**config.mk**
```make
export PLATFORM = sky130hd
export DESIGN_NAME = pcr_bank
export DESIGN_NICKNAME = d
export VERILOG_FILES = /design/src/rtl/pcr_pkg.sv /design/src/rtl/pcr_pad_sel.sv /design/src/rtl/pcr_bank.sv
export SDC_FILE = /design/constraint.sdc
export NUM_CORES = 1
export LEC_CHECK = 0
export BUFFER_PORTS_ARGS = -buffer_cell sky130_fd_sc_hd__buf_2
export CORE_MARGIN = 3
export CORE_UTILIZATION = 39
export CTS_CLUSTER_DIAMETER = 80
export DETAILED_ROUTE_END_ITERATION = 6
export PLACE_DENSITY = 0.71
export SLEW_MARGIN = 25
export SYNTH_ARGS = -nofsm -noshare
export SYNTH_HDL_FRONTEND = slang
export SYNTH_SLANG_ARGS = --single-unit
```
**constraint.sdc**
```tcl
create_clock -name clk -period 30.6 [get_ports clk]
set_input_delay 3.06 -clock clk [delete_from_list [all_inputs] [get_ports clk]]
set_output_delay 3.06 -clock clk [all_outputs]
set_load 0.005 [all_outputs]
```
**src/rtl/pcr_pkg.sv**
```systemverilog
// constants for the pad control register bank
package pcr_pkg;
    localparam int PCR_NUM_PADS = 45;
    localparam int PCR_ADDR_W = 8;
    localparam logic [7:0] PCR_WORD_BYTES = 8'h04;
    localparam logic [7:0] PCR_BASE_OFFSET = 8'h00;
    // field positions
    localparam int PCR_FUNC_LSB = 0;
    localparam int PCR_SRC_LSB = 3;
    localparam int PCR_OEN_BIT = 5;
    localparam int PCR_PULL_LSB = 6;
    localparam int PCR_DRV_LSB = 8;
    localparam int PCR_SLEW_BIT = 10;
    localparam int PCR_REN_BIT = 11;
    localparam int PCR_SMT_BIT = 12;
    // implemented bits; bit 2 and 31:13 are absent
    localparam logic [31:0] PCR_WR_MASK = 32'h0000_1FFB;
    // value after reset: oen=1, pull=1, drive=1
    localparam logic [31:0] PCR_RESET_WORD = 32'h0000_0160;
    // control source codes
    localparam logic [1:0] PCR_SRC_OWN = 2'h0;
    localparam logic [1:0] PCR_SRC_OTHER = 2'h1;
    localparam logic [1:0] PCR_SRC_FABRIC = 2'h2;
endpackage

```
**src/rtl/pcr_pad_sel.sv**
```systemverilog
// one pad: output source selection from its control word
module pcr_pad_sel
    import pcr_pkg::*;
(
    input wire logic [31:0] ctrl_word,    // control word of this pad
    input wire logic [3:0] func_out,      // functional outputs, one per code
    input wire logic other_out,           // output from other peripheral
    input wire logic other_oe_n,          // its output enable, low active
    input wire logic fabric_out,          // output from fabric
    input wire logic fabric_oe_n,         // fabric output enable, low active
    output logic pad_out,                 // selected output value
    output logic pad_oe_n                 // selected output enable, low active
);
    logic [1:0] fsel;
    logic [1:0] src;
    assign fsel = ctrl_word[PCR_FUNC_LSB +: 2];
    assign src = ctrl_word[PCR_SRC_LSB +: 2];
    always_comb begin
        unique case (src)
            PCR_SRC_OTHER: begin
                pad_out = other_out;
                pad_oe_n = other_oe_n;
            end
            PCR_SRC_FABRIC: begin
                pad_out = fabric_out;
                pad_oe_n = fabric_oe_n;
            end
            // own fields; code 3 undefined, treated like own
            default: begin
                pad_out = func_out[fsel];
                pad_oe_n = ctrl_word[PCR_OEN_BIT];
            end
        endcase
    end
endmodule

```
**src/rtl/pcr_bank.sv**
```systemverilog
// pad control register bank with per-pad output routing
// What this block does
// - one 32-bit read/write control word for each of 45 pads
// - bits 1:0 pick the functional output to the pad, reset 0
// - bits 4:3 control source: 0 own, 1 peripheral, 2 fabric
// - bit 5 active-low output enable, reset 1 disables driver
// - bits 7:6 pad state: Z, pull-up, pull-down, keeper; reset 1
// - bits 9:8 drive 2/4/8/12 mA, reset code 1
// - bit 10 slew: 1 fast, 0 slow, reset 0
// - bit 11 receiver enable, bit 12 schmitt enable, reset 0
module pcr_bank
    import pcr_pkg::*;
#(
    parameter int NUM_PADS = PCR_NUM_PADS
)(
    input wire logic clk,                      // 50 MHz system clock
    input wire logic rst_n,                    // async reset, low active
    input wire logic [PCR_ADDR_W-1:0] addr,    // byte address
    input wire logic [31:0] wdata,             // write data
    input wire logic wr,                       // write strobe
    input wire logic rd,                       // read strobe
    input wire logic [4*NUM_PADS-1:0] func_out, // four functions per pad
    input wire logic [NUM_PADS-1:0] other_out, // peripheral outputs
    input wire logic [NUM_PADS-1:0] other_oe_n, // peripheral enables
    input wire logic [NUM_PADS-1:0] fabric_out, // fabric outputs
    input wire logic [NUM_PADS-1:0] fabric_oe_n, // fabric enables
    output logic [31:0] rdata,                 // read data, cycle after rd
    output logic [NUM_PADS-1:0] pad_out,       // pad output value
    output logic [NUM_PADS-1:0] output_enable_n, // pad driver enable, low
    output logic [2*NUM_PADS-1:0] pad_pull,    // pad state code per pad
    output logic [2*NUM_PADS-1:0] pad_drive,   // drive code per pad
    output logic [NUM_PADS-1:0] slew_fast,     // fast slew per pad
    output logic [NUM_PADS-1:0] rx_enable,     // input receiver enable
    output logic [NUM_PADS-1:0] schmitt_input_enable // schmitt per pad
);
    // ========================================================
    // state
    typedef struct packed {
        logic [NUM_PADS-1:0][31:0] word;
        logic [31:0] rdata;
        logic [NUM_PADS-1:0] pad_out;
        logic [NUM_PADS-1:0] oe_n;
        logic [2*NUM_PADS-1:0] pull;
        logic [2*NUM_PADS-1:0] drive;
        logic [NUM_PADS-1:0] slew;
        logic [NUM_PADS-1:0] ren;
        logic [NUM_PADS-1:0] smt;
    } pcr_state_t;

    pcr_state_t st_r;
    pcr_state_t st_nxt;
    logic rst_s1_r;
    logic rst_s2_r;
    logic [NUM_PADS-1:0] sel_out;
    logic [NUM_PADS-1:0] sel_oe_n;

    // ========================================================
    // reset release
    always_ff @(posedge clk or negedge rst_n) begin
        if (!rst_n) begin
            rst_s1_r <= 1'b0;
            rst_s2_r <= 1'b0;
        end else begin
            rst_s1_r <= 1'b1;
            rst_s2_r <= rst_s1_r;
        end
    end

    // ========================================================
    // per-pad routing
    genvar g;
    generate
        for (g = 0; g < NUM_PADS; g++) begin : g_pad
            pcr_pad_sel u_sel (
                .ctrl_word(st_r.word[g]),
                .func_out(func_out[4*g +: 4]),
                .other_out(other_out[g]),
                .other_oe_n(other_oe_n[g]),
                .fabric_out(fabric_out[g]),
                .fabric_oe_n(fabric_oe_n[g]),
                .pad_out(sel_out[g]),
                .pad_oe_n(sel_oe_n[g])
            );
            // checks run on every pad; the first cycle after reset is
            // skipped because the outputs still hold their reset values
            a_oen_own: assert property (@(posedge clk)
                disable iff (!rst_s2_r)
                rst_s2_r && st_r.word[g][4:3] == PCR_SRC_OWN |=>
                    output_enable_n[g] == $past(st_r.word[g][PCR_OEN_BIT]))
                else $error("own oe_n wrong");
            a_func_route: assert property (@(posedge clk)
                disable iff (!rst_s2_r)
                rst_s2_r && st_r.word[g][4:3] == PCR_SRC_OWN |=> pad_out[g]
                    == $past(func_out[4*g + 32'(st_r.word[g][1:0])]))
                else $error("function route wrong");
            a_src_fabric: assert property (@(posedge clk)
                disable iff (!rst_s2_r)
                rst_s2_r && st_r.word[g][4:3] == PCR_SRC_FABRIC |=>
                    pad_out[g] == $past(fabric_out[g]) &&
                    output_enable_n[g] == $past(fabric_oe_n[g]))
                else $error("fabric route wrong");
            a_src_other: assert property (@(posedge clk)
                disable iff (!rst_s2_r)
                rst_s2_r && st_r.word[g][4:3] == PCR_SRC_OTHER |=>
                    pad_out[g] == $past(other_out[g]) &&
                    output_enable_n[g] == $past(other_oe_n[g]))
                else $error("peripheral route wrong");
            // code 3 is undefined; it falls back to the word's own fields
            a_src_spare: assert property (@(posedge clk)
                disable iff (!rst_s2_r)
                rst_s2_r && st_r.word[g][4:3] == 2'h3 |=>
                    pad_out[g]
                    == $past(func_out[4*g + 32'(st_r.word[g][1:0])]) &&
                    output_enable_n[g] == $past(st_r.word[g][PCR_OEN_BIT]))
                else $error("spare source code wrong");
            a_pull_map: assert property (@(posedge clk)
                disable iff (!rst_s2_r)
                ##1 pad_pull[2*g +: 2] == $past(st_r.word[g][7:6]))
                else $error("pull code wrong");
            a_drive_map: assert property (@(posedge clk)
                disable iff (!rst_s2_r)
                ##1 pad_drive[2*g +: 2] == $past(st_r.word[g][9:8]))
                else $error("drive code wrong");
            a_slew_rx: assert property (@(posedge clk)
                disable iff (!rst_s2_r)
                ##1 slew_fast[g] == $past(st_r.word[g][10]) &&
                    rx_enable[g] == $past(st_r.word[g][11]) &&
                    schmitt_input_enable[g] == $past(st_r.word[g][12]))
                else $error("slew or input enable wrong");
        end
    endgenerate

    // ========================================================
    // next state
    always_comb begin
        logic [7:0] idx;
        idx = 8'h00;
        st_nxt = st_r;
        st_nxt.rdata = 32'h0000_0000;
        // four-byte stride; the low address bits must be zero to hit a word
        idx = (addr - PCR_BASE_OFFSET) >> 2;
        if (wr && addr[1:0] == 2'h0 && idx < 8'(NUM_PADS)) begin
            st_nxt.word[idx] = wdata & PCR_WR_MASK;
        end
        // unmapped or unaligned reads return zero
        if (rd && addr[1:0] == 2'h0 && idx < 8'(NUM_PADS)) begin
            st_nxt.rdata = st_r.word[idx] & PCR_WR_MASK;
        end
        for (int p = 0; p < NUM_PADS; p++) begin
            st_nxt.pad_out[p] = sel_out[p];
            st_nxt.oe_n[p] = sel_oe_n[p];
            st_nxt.pull[2*p +: 2] = st_r.word[p][PCR_PULL_LSB +: 2];
            st_nxt.drive[2*p +: 2] = st_r.word[p][PCR_DRV_LSB +: 2];
            st_nxt.slew[p] = st_r.word[p][PCR_SLEW_BIT];
            st_nxt.ren[p] = st_r.word[p][PCR_REN_BIT];
            st_nxt.smt[p] = st_r.word[p][PCR_SMT_BIT];
        end
    end

    // ========================================================
    // registers; the pad outputs lag the word by one cycle
    always_ff @(posedge clk or negedge rst_s2_r) begin
        if (!rst_s2_r) begin
            for (int p = 0; p < NUM_PADS; p++) begin
                st_r.word[p] <= PCR_RESET_WORD;
            end
            st_r.rdata <= 32'h0000_0000;
            st_r.pad_out <= '0;
            st_r.oe_n <= '1;
            st_r.pull <= {NUM_PADS{2'h1}};
            st_r.drive <= {NUM_PADS{2'h1}};
            st_r.slew <= '0;
            st_r.ren <= '0;
            st_r.smt <= '0;
        end else begin
            st_r <= st_nxt;
        end
    end

    assign rdata = st_r.rdata;
    assign pad_out = st_r.pad_out;
    assign output_enable_n = st_r.oe_n;
    assign pad_pull = st_r.pull;
    assign pad_drive = st_r.drive;
    assign slew_fast = st_r.slew;
    assign rx_enable = st_r.ren;
    assign schmitt_input_enable = st_r.smt;

    // ========================================================
    // bus checks
    a_read_data: assert property (@(posedge clk)
        disable iff (!rst_s2_r)
        rd && addr == 8'h00 |=> rdata == ($past(st_r.word[0]) & PCR_WR_MASK))
        else $error("read data mismatch");
    a_write_store: assert property (@(posedge clk)
        disable iff (!rst_s2_r)
        wr && addr == 8'h04 |=> st_r.word[1] == ($past(wdata) & PCR_WR_MASK))
        else $error("write not stored");
    a_reserved_zero: assert property (@(posedge clk)
        disable iff (!rst_s2_r)
        (rdata & ~PCR_WR_MASK) == 32'h0000_0000)
        else $error("reserved bits nonzero");
    a_word_hold: assert property (@(posedge clk)
        disable iff (!rst_s2_r)
        !wr |=> st_r.word == $past(st_r.word))
        else $error("word changed without a write");
    a_rdata_idle: assert property (@(posedge clk)
        disable iff (!rst_s2_r)
        !rd |=> rdata == 32'h0000_0000)
        else $error("read data outside a read cycle");
    a_bad_addr: assert property (@(posedge clk)
        disable iff (!rst_s2_r)
        rd && (addr[1:0] != 2'h0 || addr >= 8'(4 * NUM_PADS)) |=>
            rdata == 32'h0000_0000)
        else $error("unmapped read not zero");
    c_write_read: cover property (@(posedge clk) disable iff (!rst_s2_r)
        wr ##[1:2] rd);
    c_fabric: cover property (@(posedge clk) disable iff (!rst_s2_r)
        st_r.word[9][4:3] == PCR_SRC_FABRIC);
    c_other: cover property (@(posedge clk) disable iff (!rst_s2_r)
        st_r.word[9][4:3] == PCR_SRC_OTHER);
    c_spare_src: cover property (@(posedge clk) disable iff (!rst_s2_r)
        st_r.word[9][4:3] == 2'h3);
    c_driver_on: cover property (@(posedge clk) disable iff (!rst_s2_r)
        !output_enable_n[9]);
endmodule

```
==> results of run 1 <==
[synth_stat cells (3+ instances only)]
master     count  area (um^2)
nor2_1        62          233
o2bb2ai_1      6         52.6
buf_1         18         67.6
buf_4         32          240
nand3b_1       3         22.5
mux4_2        82         1850
a21oi_1       65          325
nand2_1      196          736
a41oi_1        7         61.3
clkbuf_2       3         15.0
mux2_4         6         90.1
o211ai_1       4         30.0
a31oi_1        9         56.3
a22oi_1      136         1020
mux2_2       554         6240
ha_1          90         1130
clkbuf_1      77          289
a221oi_1      46          403
buf_2         62          310
o22ai_1       17          106
nor3_4         6         97.6
dfrtp_1      689        17200
o221ai_1      10         87.6
mux2i_1       64          641
buf_6         13          146
nor3_1         4         20.0
nor2b_1        6         37.5
o21ai_0      139          696
a22o_1         7         61.3
dfstp_2      270         7090
nor2_4         4         45.0
inv_1         92          345
and2_1         6         37.5
[flip-flops by register name (all words and copies together), names as in the netlist]
name and cells:
slew_fast 45, output_enable_n 45, pad_pull 90, rx_enable 45, pad_drive 90, st_nxt 315, rst_s1_r 1, pad_out 45
st_r 225, rdata 12, rst_s2_r 1, schmitt_input_enable 45
[power groups by stage]
| stage | Combinational, mW | Clock, mW | Sequential, mW |
|---|---|---|---|
| 6_report | 0.238 | 1.34 | 1.37 |
| 5_1_grt | 0.257 | 1.41 | 1.37 |
| 4_1_cts | 0.240 | 1.36 | 1.37 |
| 3_5_place_dp | 0.238 | 0 | 1.39 |
| 3_3_place_gp | 0.235 | 0 | 1.39 |
| 2_1_floorplan | 0.103 | 0 | 1.39 |
[cell families (layout without fill, tap and decap cells)]
family	after synthesis	count (layout)	share of synthesized area [%]
AND/OR/NAND/NOR	303	303	3.47
other	2	28	0.0187
AO/OA/AOI/OAI	459	459	7.53
adder cells (fa/ha/maj)	90	90	2.81
flip-flops	959	959	60.7
multiplexers	706	706	22.0
buffers and inverters	298	1125	3.53
[stage by stage]
| step | std cells | setup slack, ns | hold WS [ns] |
|---|---|---|---|
| after floorplan | 2836 | 2.36 | 0.331 |
| after global placement | 4838 | 23.84 | 0.337 |
| after detailed placement | 4839 | 23.81 | 0.343 |
| after CTS | 5030 | 24.58 | 0.349 |
| after global routing | 5033 | 24.47 | 0.364 |
| final | 5038 | 24.50 | 0.320 |
[metal layers]
metal / wire length, um / up-vias / track usage (%)
li1: - / 11600 / -
met2: 74300 / 1297 / 46.8
met5: 92 / - / 0
met4: 5440 / 14 / 9.44
met1: 58500 / 14500 / 34.4
met3: 13500 / 265 / 8.45
[worst max path at each step]
stage	startpoint	end	slack [ns]	depth (start not counted)
2_1_floorplan	rst_s2_r	pad_drive[11]	2.36	0
3_5_place_dp	addr[3]	st_nxt[166]	23.81	7
4_1_cts	addr[3]	st_nxt[166]	24.58	7
3_3_place_gp	addr[4]	st_r[856]	23.84	6
6_report	addr[4]	st_r[857]	24.50	6
5_1_grt	addr[4]	st_r[857]	24.47	6
[final cells by class]
| type | instances | area, um^2 |
|---|---|---|
| diodes | 7 | 17.5 |
| clock buffers | 136 | 2850 |
| clock inverters | 55 | 822 |
| fillers | 8907 | 52900 |
| inverters | 93 | 349 |
| multi-input cells | 1579 | 14500 |
| flip-flops and latches | 959 | 24300 |
| well taps | 1368 | 1710 |
| repair buffers | 841 | 4410 |
==> reports/metrics.yaml, run 1 <==
timing:
  hold_viol: 0
  slew_headroom_pct: 30.9
  period_needed_ns: 6.10
  worst_pin_slew_ns: 1.03
  drv_slew: 0
  finClkSkew_ns: 0.0212
  fmax_ghz: 0.164
  setup_viol: 0
  fin_setup_tns_ns: 0
  rsz0062_at_grt: "false"
  post-route-period-util_pct: 19.9
power:
  p_int_mw: 2.23
  swShare_pct: 24.4
  p_leak_nw: 23.9
  max-vdd-ir-drop_mv: 0.0427
  total_power_mw: 2.94
  power_switching_mw: 0.718
  clkPwrFrac_pct: 45.4
  sequentialPowerShare_pct: 46.5
  power.density_mw_per_mm2: 60.1
  pwr-share-comb_pct: 8.1
setup_path:
  r2r-end: "st_r[953]"
  crit_fanout: 65
  critPathRequiredTime_ns: 31.15
  crit_family: "simple AND/OR/NAND/NOR gates"
  worstRegToRegCells: 4
  cp.arrival_ns: 6.65
  crit_type: "input port to flop"
  endpoint_kind: "flop"
  slowest_delay_ns: 0.82
  r2r_start: "rst_s2_r"
  r2r_slack_ns: 26.84
  slowest_stage: "nand2_1"
  path_buf_inv: 3
  crit_path_start_kind: "input port"
  cp_cell_sequence: "clkbuf_8 > inv_2 > buf_4 > nor2_2 > nand2_1 > mux2_2"
logic_synthesis:
  synth_seq_cells: 959
  netlist_instances: 2817
  avgSynthCellArea_um2: 14.2
  syn_area_mm2: 0.0401
  synthDistinctLibCells: 55
  synth_ff_type: "dfrtp_1"
  async_reset_ff_share_pct: 100
  synth-edff-count: 0
  synth_warnings: 0
  yosysSeqAreaShare_pct: 60.7
clocking:
  cts_tree: "built"
  clockBufferDepth: 3
  clockRootBuffer: "clkbuf_16"
  numCtsBuffers: 101
  hold_buffers: 0
  cts_setup_buffers: 0
  clk_pin_slew_ns: 0.06
  htree_levels: 3
  cts_resized: 0
  clock-sinks: 959
  clkLatencyLatePin_ns: 0.69
global_routing:
  overflow: 0
  grt_pass1_wl_um: 212000
  grt_pass1_vias: 28400
  grt_use_total_pct: 27.9
  grt_max_degree: 178
  antenna_found_initial: 23
die:
  core.rowCount: 117
  initial_utilization_pct: 39.4
  die_w_um: 327
  die_h_um: 327
  boundaryPins: 841
  core_mm2: 0.102
  dieArea_mm2: 0.107
placement:
  dpl.hpwl_um: 108000
  globalplace.congestion: 0.879
  dpl-instance-area_mm2: 0.0453
  io_buffers: 800
route:
  ant_nets: 0
  drt-total-wl_um: 152000
  avgRoutedWirePerCell_um: 30.1
  first_pass_iters: 5
  drt_iter0_markers: 2419
  vias: 27800
  drcViolationCount: 0
  via_per_inst: 5.51
finish:
  drive_above_1_share_pct: 53.6
  final_cell_mix: "buf_2 (796), dfrtp_1 (688), mux2_2 (554)"
  post-route-util_pct: 48.1
  area_delta_synth_final_pct: 22.2
  stdcell_area_mm2: 0.0490
  final_nets: 4069
  final_common_cell: "buf_2"
flow_run:
  cap_violations: 0
worst_hold_path:
  hold_path_class: "flop to async pin"
outcome:
  outcome: "completed"
(Power assumes the default switching activity.)
==> inputs of run 2 (changes only) <==
--- a/config.mk
+++ b/config.mk
@@ -5,12 +5,13 @@
 export SDC_FILE = /design/constraint.sdc
 export NUM_CORES = 1
 export LEC_CHECK = 0
+export ABC_AREA = 1
 export BUFFER_PORTS_ARGS = -buffer_cell sky130_fd_sc_hd__buf_2
 export CORE_MARGIN = 3
 export CORE_UTILIZATION = 39
 export CTS_CLUSTER_DIAMETER = 80
 export DETAILED_ROUTE_END_ITERATION = 6
-export PLACE_DENSITY = 0.71
+export PLACE_DENSITY = 0.73
 export SLEW_MARGIN = 25
 export SYNTH_ARGS = -nofsm -noshare
 export SYNTH_HDL_FRONTEND = slang
==> constraint.sdc (replaced) <==
create_clock -name clk -period 5.05 [get_ports clk]
set_input_delay 0.505 -clock clk [delete_from_list [all_inputs] [get_ports clk]]
set_output_delay 0.505 -clock clk [all_outputs]
set_load 0.005 [all_outputs]
==> reports/metrics.yaml, run 2 <==
timing:
  whs_ns: 0.0482  # -0.271 ns
  setup_viol: 0  # unchanged
  rsz0062_at_grt: "false"
  post-route-period-util_pct: 61.4
  drv_slew: 0  # unchanged
  setup_slack_ns: 1.95  # -22.55 ns
  fin_setup_tns_ns: 0  # unchanged
  period_needed_ns: 3.10
  fmax_ghz: 0.323
  finClkSkew_ns: 0.0198  # -0.00141 ns
  slew_headroom_pct: 33.1  # +2.2 points
  worst_pin_slew_ns: 1.00  # -0.0335 ns
  hold_viol: 0  # unchanged
logic_synthesis:
  synth-edff-count: 0  # unchanged
  async_reset_ff_share_pct: 100  # unchanged
  yosysSeqAreaShare_pct: 60.1  # -0.55 points
  netlist_instances: 4516  # +60%
  synthDistinctLibCells: 30  # -45%
  synth_ff_type: "dfrtp_1"
  avgSynthCellArea_um2: 8.96  # -37%
  synth_warnings: 0  # unchanged
  synth_most_common_cell: "nand2_1"
  synthTopCellsByArea: "dfrtp_1 (43%), dfstp_2 (18%), nand2_1 (13%)"
  syn_area_mm2: 0.0405  # +0.91%
  synth_common_cells: "nand2_1 (1370), dfrtp_1 (689), o21ai_0 (653)"
  synth_seq_cells: 959  # unchanged
  yosysTopAreaCell: "dfrtp_1"
  synth_top_area_share_pct: 42.6  # -0.39 points
power:
  power.density_mw_per_mm2: 363  # +510%
  max-vdd-ir-drop_mv: 0.265  # +520%
  total_power_mw: 18.1  # +520%
  p_leak_nw: 24.7  # +3.3%
worst_hold_path:
  whs_endpoint: "output_enable_n[18]"
  worstHoldStart: "other_oe_n[18]"
  hold_path_class: "input port to flop"
  min_path_cells: 3
placement:
  io_buffers: 800  # unchanged
  dpl.hpwl_um: 116000  # +7.0%
  dp_slack_ns: 1.36  # -22.45 ns
  globalplace.congestion: 0.935  # +6.4%
setup_path:
  critPathRequiredTime_ns: 5.62  # -25.53 ns
  crit_path_start_kind: "input port"
  crit_type: "input port to flop"
  slowest_delay_ns: 0.85  # +0.03 ns
  cp_cell_sequence: "buf_2 > inv_1 > buf_4 > nand2_1 > nor3_4 > nand2_1 > o21ai_0"
  cp_common_cell: "nand2_1"
  crit_fanout: 24  # -63%
  endpoint_kind: "flop"
  slowest_stage: "nor3_4"
  worstRegToRegCells: 8  # +4
  r2r_slack_ns: 2.77  # -24.07 ns
  r2r-end: "rdata[0]"
  path_buf_inv: 3  # unchanged
  crit_family: "simple AND/OR/NAND/NOR gates"
  cp.arrival_ns: 3.67  # -2.98 ns
  r2r_start: "st_r[725]"
finish:
  final_common_cell: "nand2_1"
  largest_reg_flops: 315  # unchanged
  drive_above_1_share_pct: 25.4  # -28 points
  area_delta_synth_final_pct: 23.2
  final_nets: 5776  # +42%
  final_cell_mix: "nand2_1 (1370), buf_2 (799), dfrtp_1 (688)"
clocking:
  numCtsBuffers: 104  # +3.0%
  clock-sinks: 959  # unchanged
  cts_setup_buffers: 0  # unchanged
  htree_levels: 3  # unchanged
  clockBufferDepth: 3  # unchanged
  cts_resized: 0  # unchanged
  clockRootBuffer: "clkbuf_16"
  cts_tree: "built"
  clkLatencyLatePin_ns: 0.68  # about the same
  clk_pin_slew_ns: 0.06  # about the same
  hold_buffers: 17  # +17
global_routing:
  grt_max_degree: 162  # -9.0%
  grt_pass1_wl_um: 229000  # +8.2%
  grt_use_total_pct: 29.2  # +1.3 points
  antenna_found_initial: 15  # -35%
  grt_pass1_vias: 33600  # +18%
  overflow: 0  # unchanged
route:
  drt-total-wl_um: 161000  # +6.2%
  avgRoutedWirePerCell_um: 23.9  # -21%
  drt_iter0_markers: 3622  # +50%
  ant_nets: 0  # unchanged
  vias: 34800  # +26%
  first_pass_iters: 6  # +1
  drcViolationCount: 0  # unchanged
  via_per_inst: 5.16  # -6.3%
outcome:
  outcome: "completed"
die:
  boundaryPins: 841  # unchanged
  core.rowCount: 117  # unchanged
  die_h_um: 328  # +0.45%
  die_w_um: 328  # +0.45%
  dieArea_mm2: 0.108  # +0.89%
  core_mm2: 0.102  # +0.43%
  initial_utilization_pct: 39.6  # +0.19 points
flow_run:
  cap_violations: 0  # unchanged
[run 2: cell count changes in the layout (fill, tap and decap cells not counted), moves of 27 or more]
cell and change:
mux2i_1 -64, o21ai_0 +516, mux2_2 -554, a32oi_1 +45, a221oi_1 -46, nand2_1 +1174
a21oi_1 +37, nand3_1 +182, buf_4 +30, a22oi_1 -91, nor2_1 +250, inv_1 +287
o21ai_1 +27, mux4_2 -82
[run 2: kinds of logic after synthesis]
kind of cell / Yosys count / synth area share (%)
and+or+nand+nor: 1909 / 18.6
DFF: 959 / 60.1
other: 2 / 0.0186
buffers and inverters: 647 / 6.30
adders and majority gates: 90 / 2.78
AOI/OAI and AO/OA: 909 / 12.1
[run 2: how the worst max path moves through the flow]
stage	startpoint	to	slack, ns	cells past startpoint
after global routing	addr[3]	st_nxt[249]	1.83	7
after global placement	addr[3]	st_r[1562]	1.41	5
after CTS	addr[3]	st_nxt[125]	2.09	5
after detailed placement	addr[3]	st_r[1082]	1.36	7
final	addr[3]	st_nxt[118]	1.95	7
after floorplan	rst_s2_r	pad_drive[11]	-4.01	0
[run 2: cell type report]
class,count,area (um^2)
Tap cell,1368,1710
Timing Repair Buffer,895,4920
Inverter,393,1480
Multi-Input combinational cell,2929,13700
Clock inverter,45,717
Clock buffer,151,2980
Antenna cell,6,15.0
Sequential cell,959,24300
Fill cell,9651,52400
[run 2: per-stage QoR]
| step | instance area, um^2 | instances | utilization, % |
|---|---|---|---|
| after floorplan | 40600 | 4535 | - |
| after global routing | 49900 | 6741 | 48.7 |
| final | 49900 | 6746 | 48.7 |
| after detailed placement | 46000 | 6527 | 44.9 |
| after global placement | 46000 | 6527 | 44.9 |
| after CTS | 49900 | 6740 | 48.7 |
[run 2: worst min-delay path, stage by stage]
cell and delay, ns:
buf_2 0.10, nand2_1 0.05, a22oi_1 0.06
[run 2: per-layer routing]
| metal | vias to the layer above | GRT usage, % | part of all wire (%) |
|---|---|---|---|
| met5 | - | 0 | 0.029 |
| met2 | 1655 | 47.2 | 47 |
| met3 | 321 | 7.21 | 8.6 |
| li1 | 16000 | - | - |
| met1 | 16900 | 37.8 | 40 |
| met4 | 6 | 11.7 | 4.7 |
[run 2: power by group]
part | internal (mW) | switching (mW)
Sequential | 8.11 | 0.233
Combinational | 0.542 | 1.03
Clock | 4.94 | 3.27
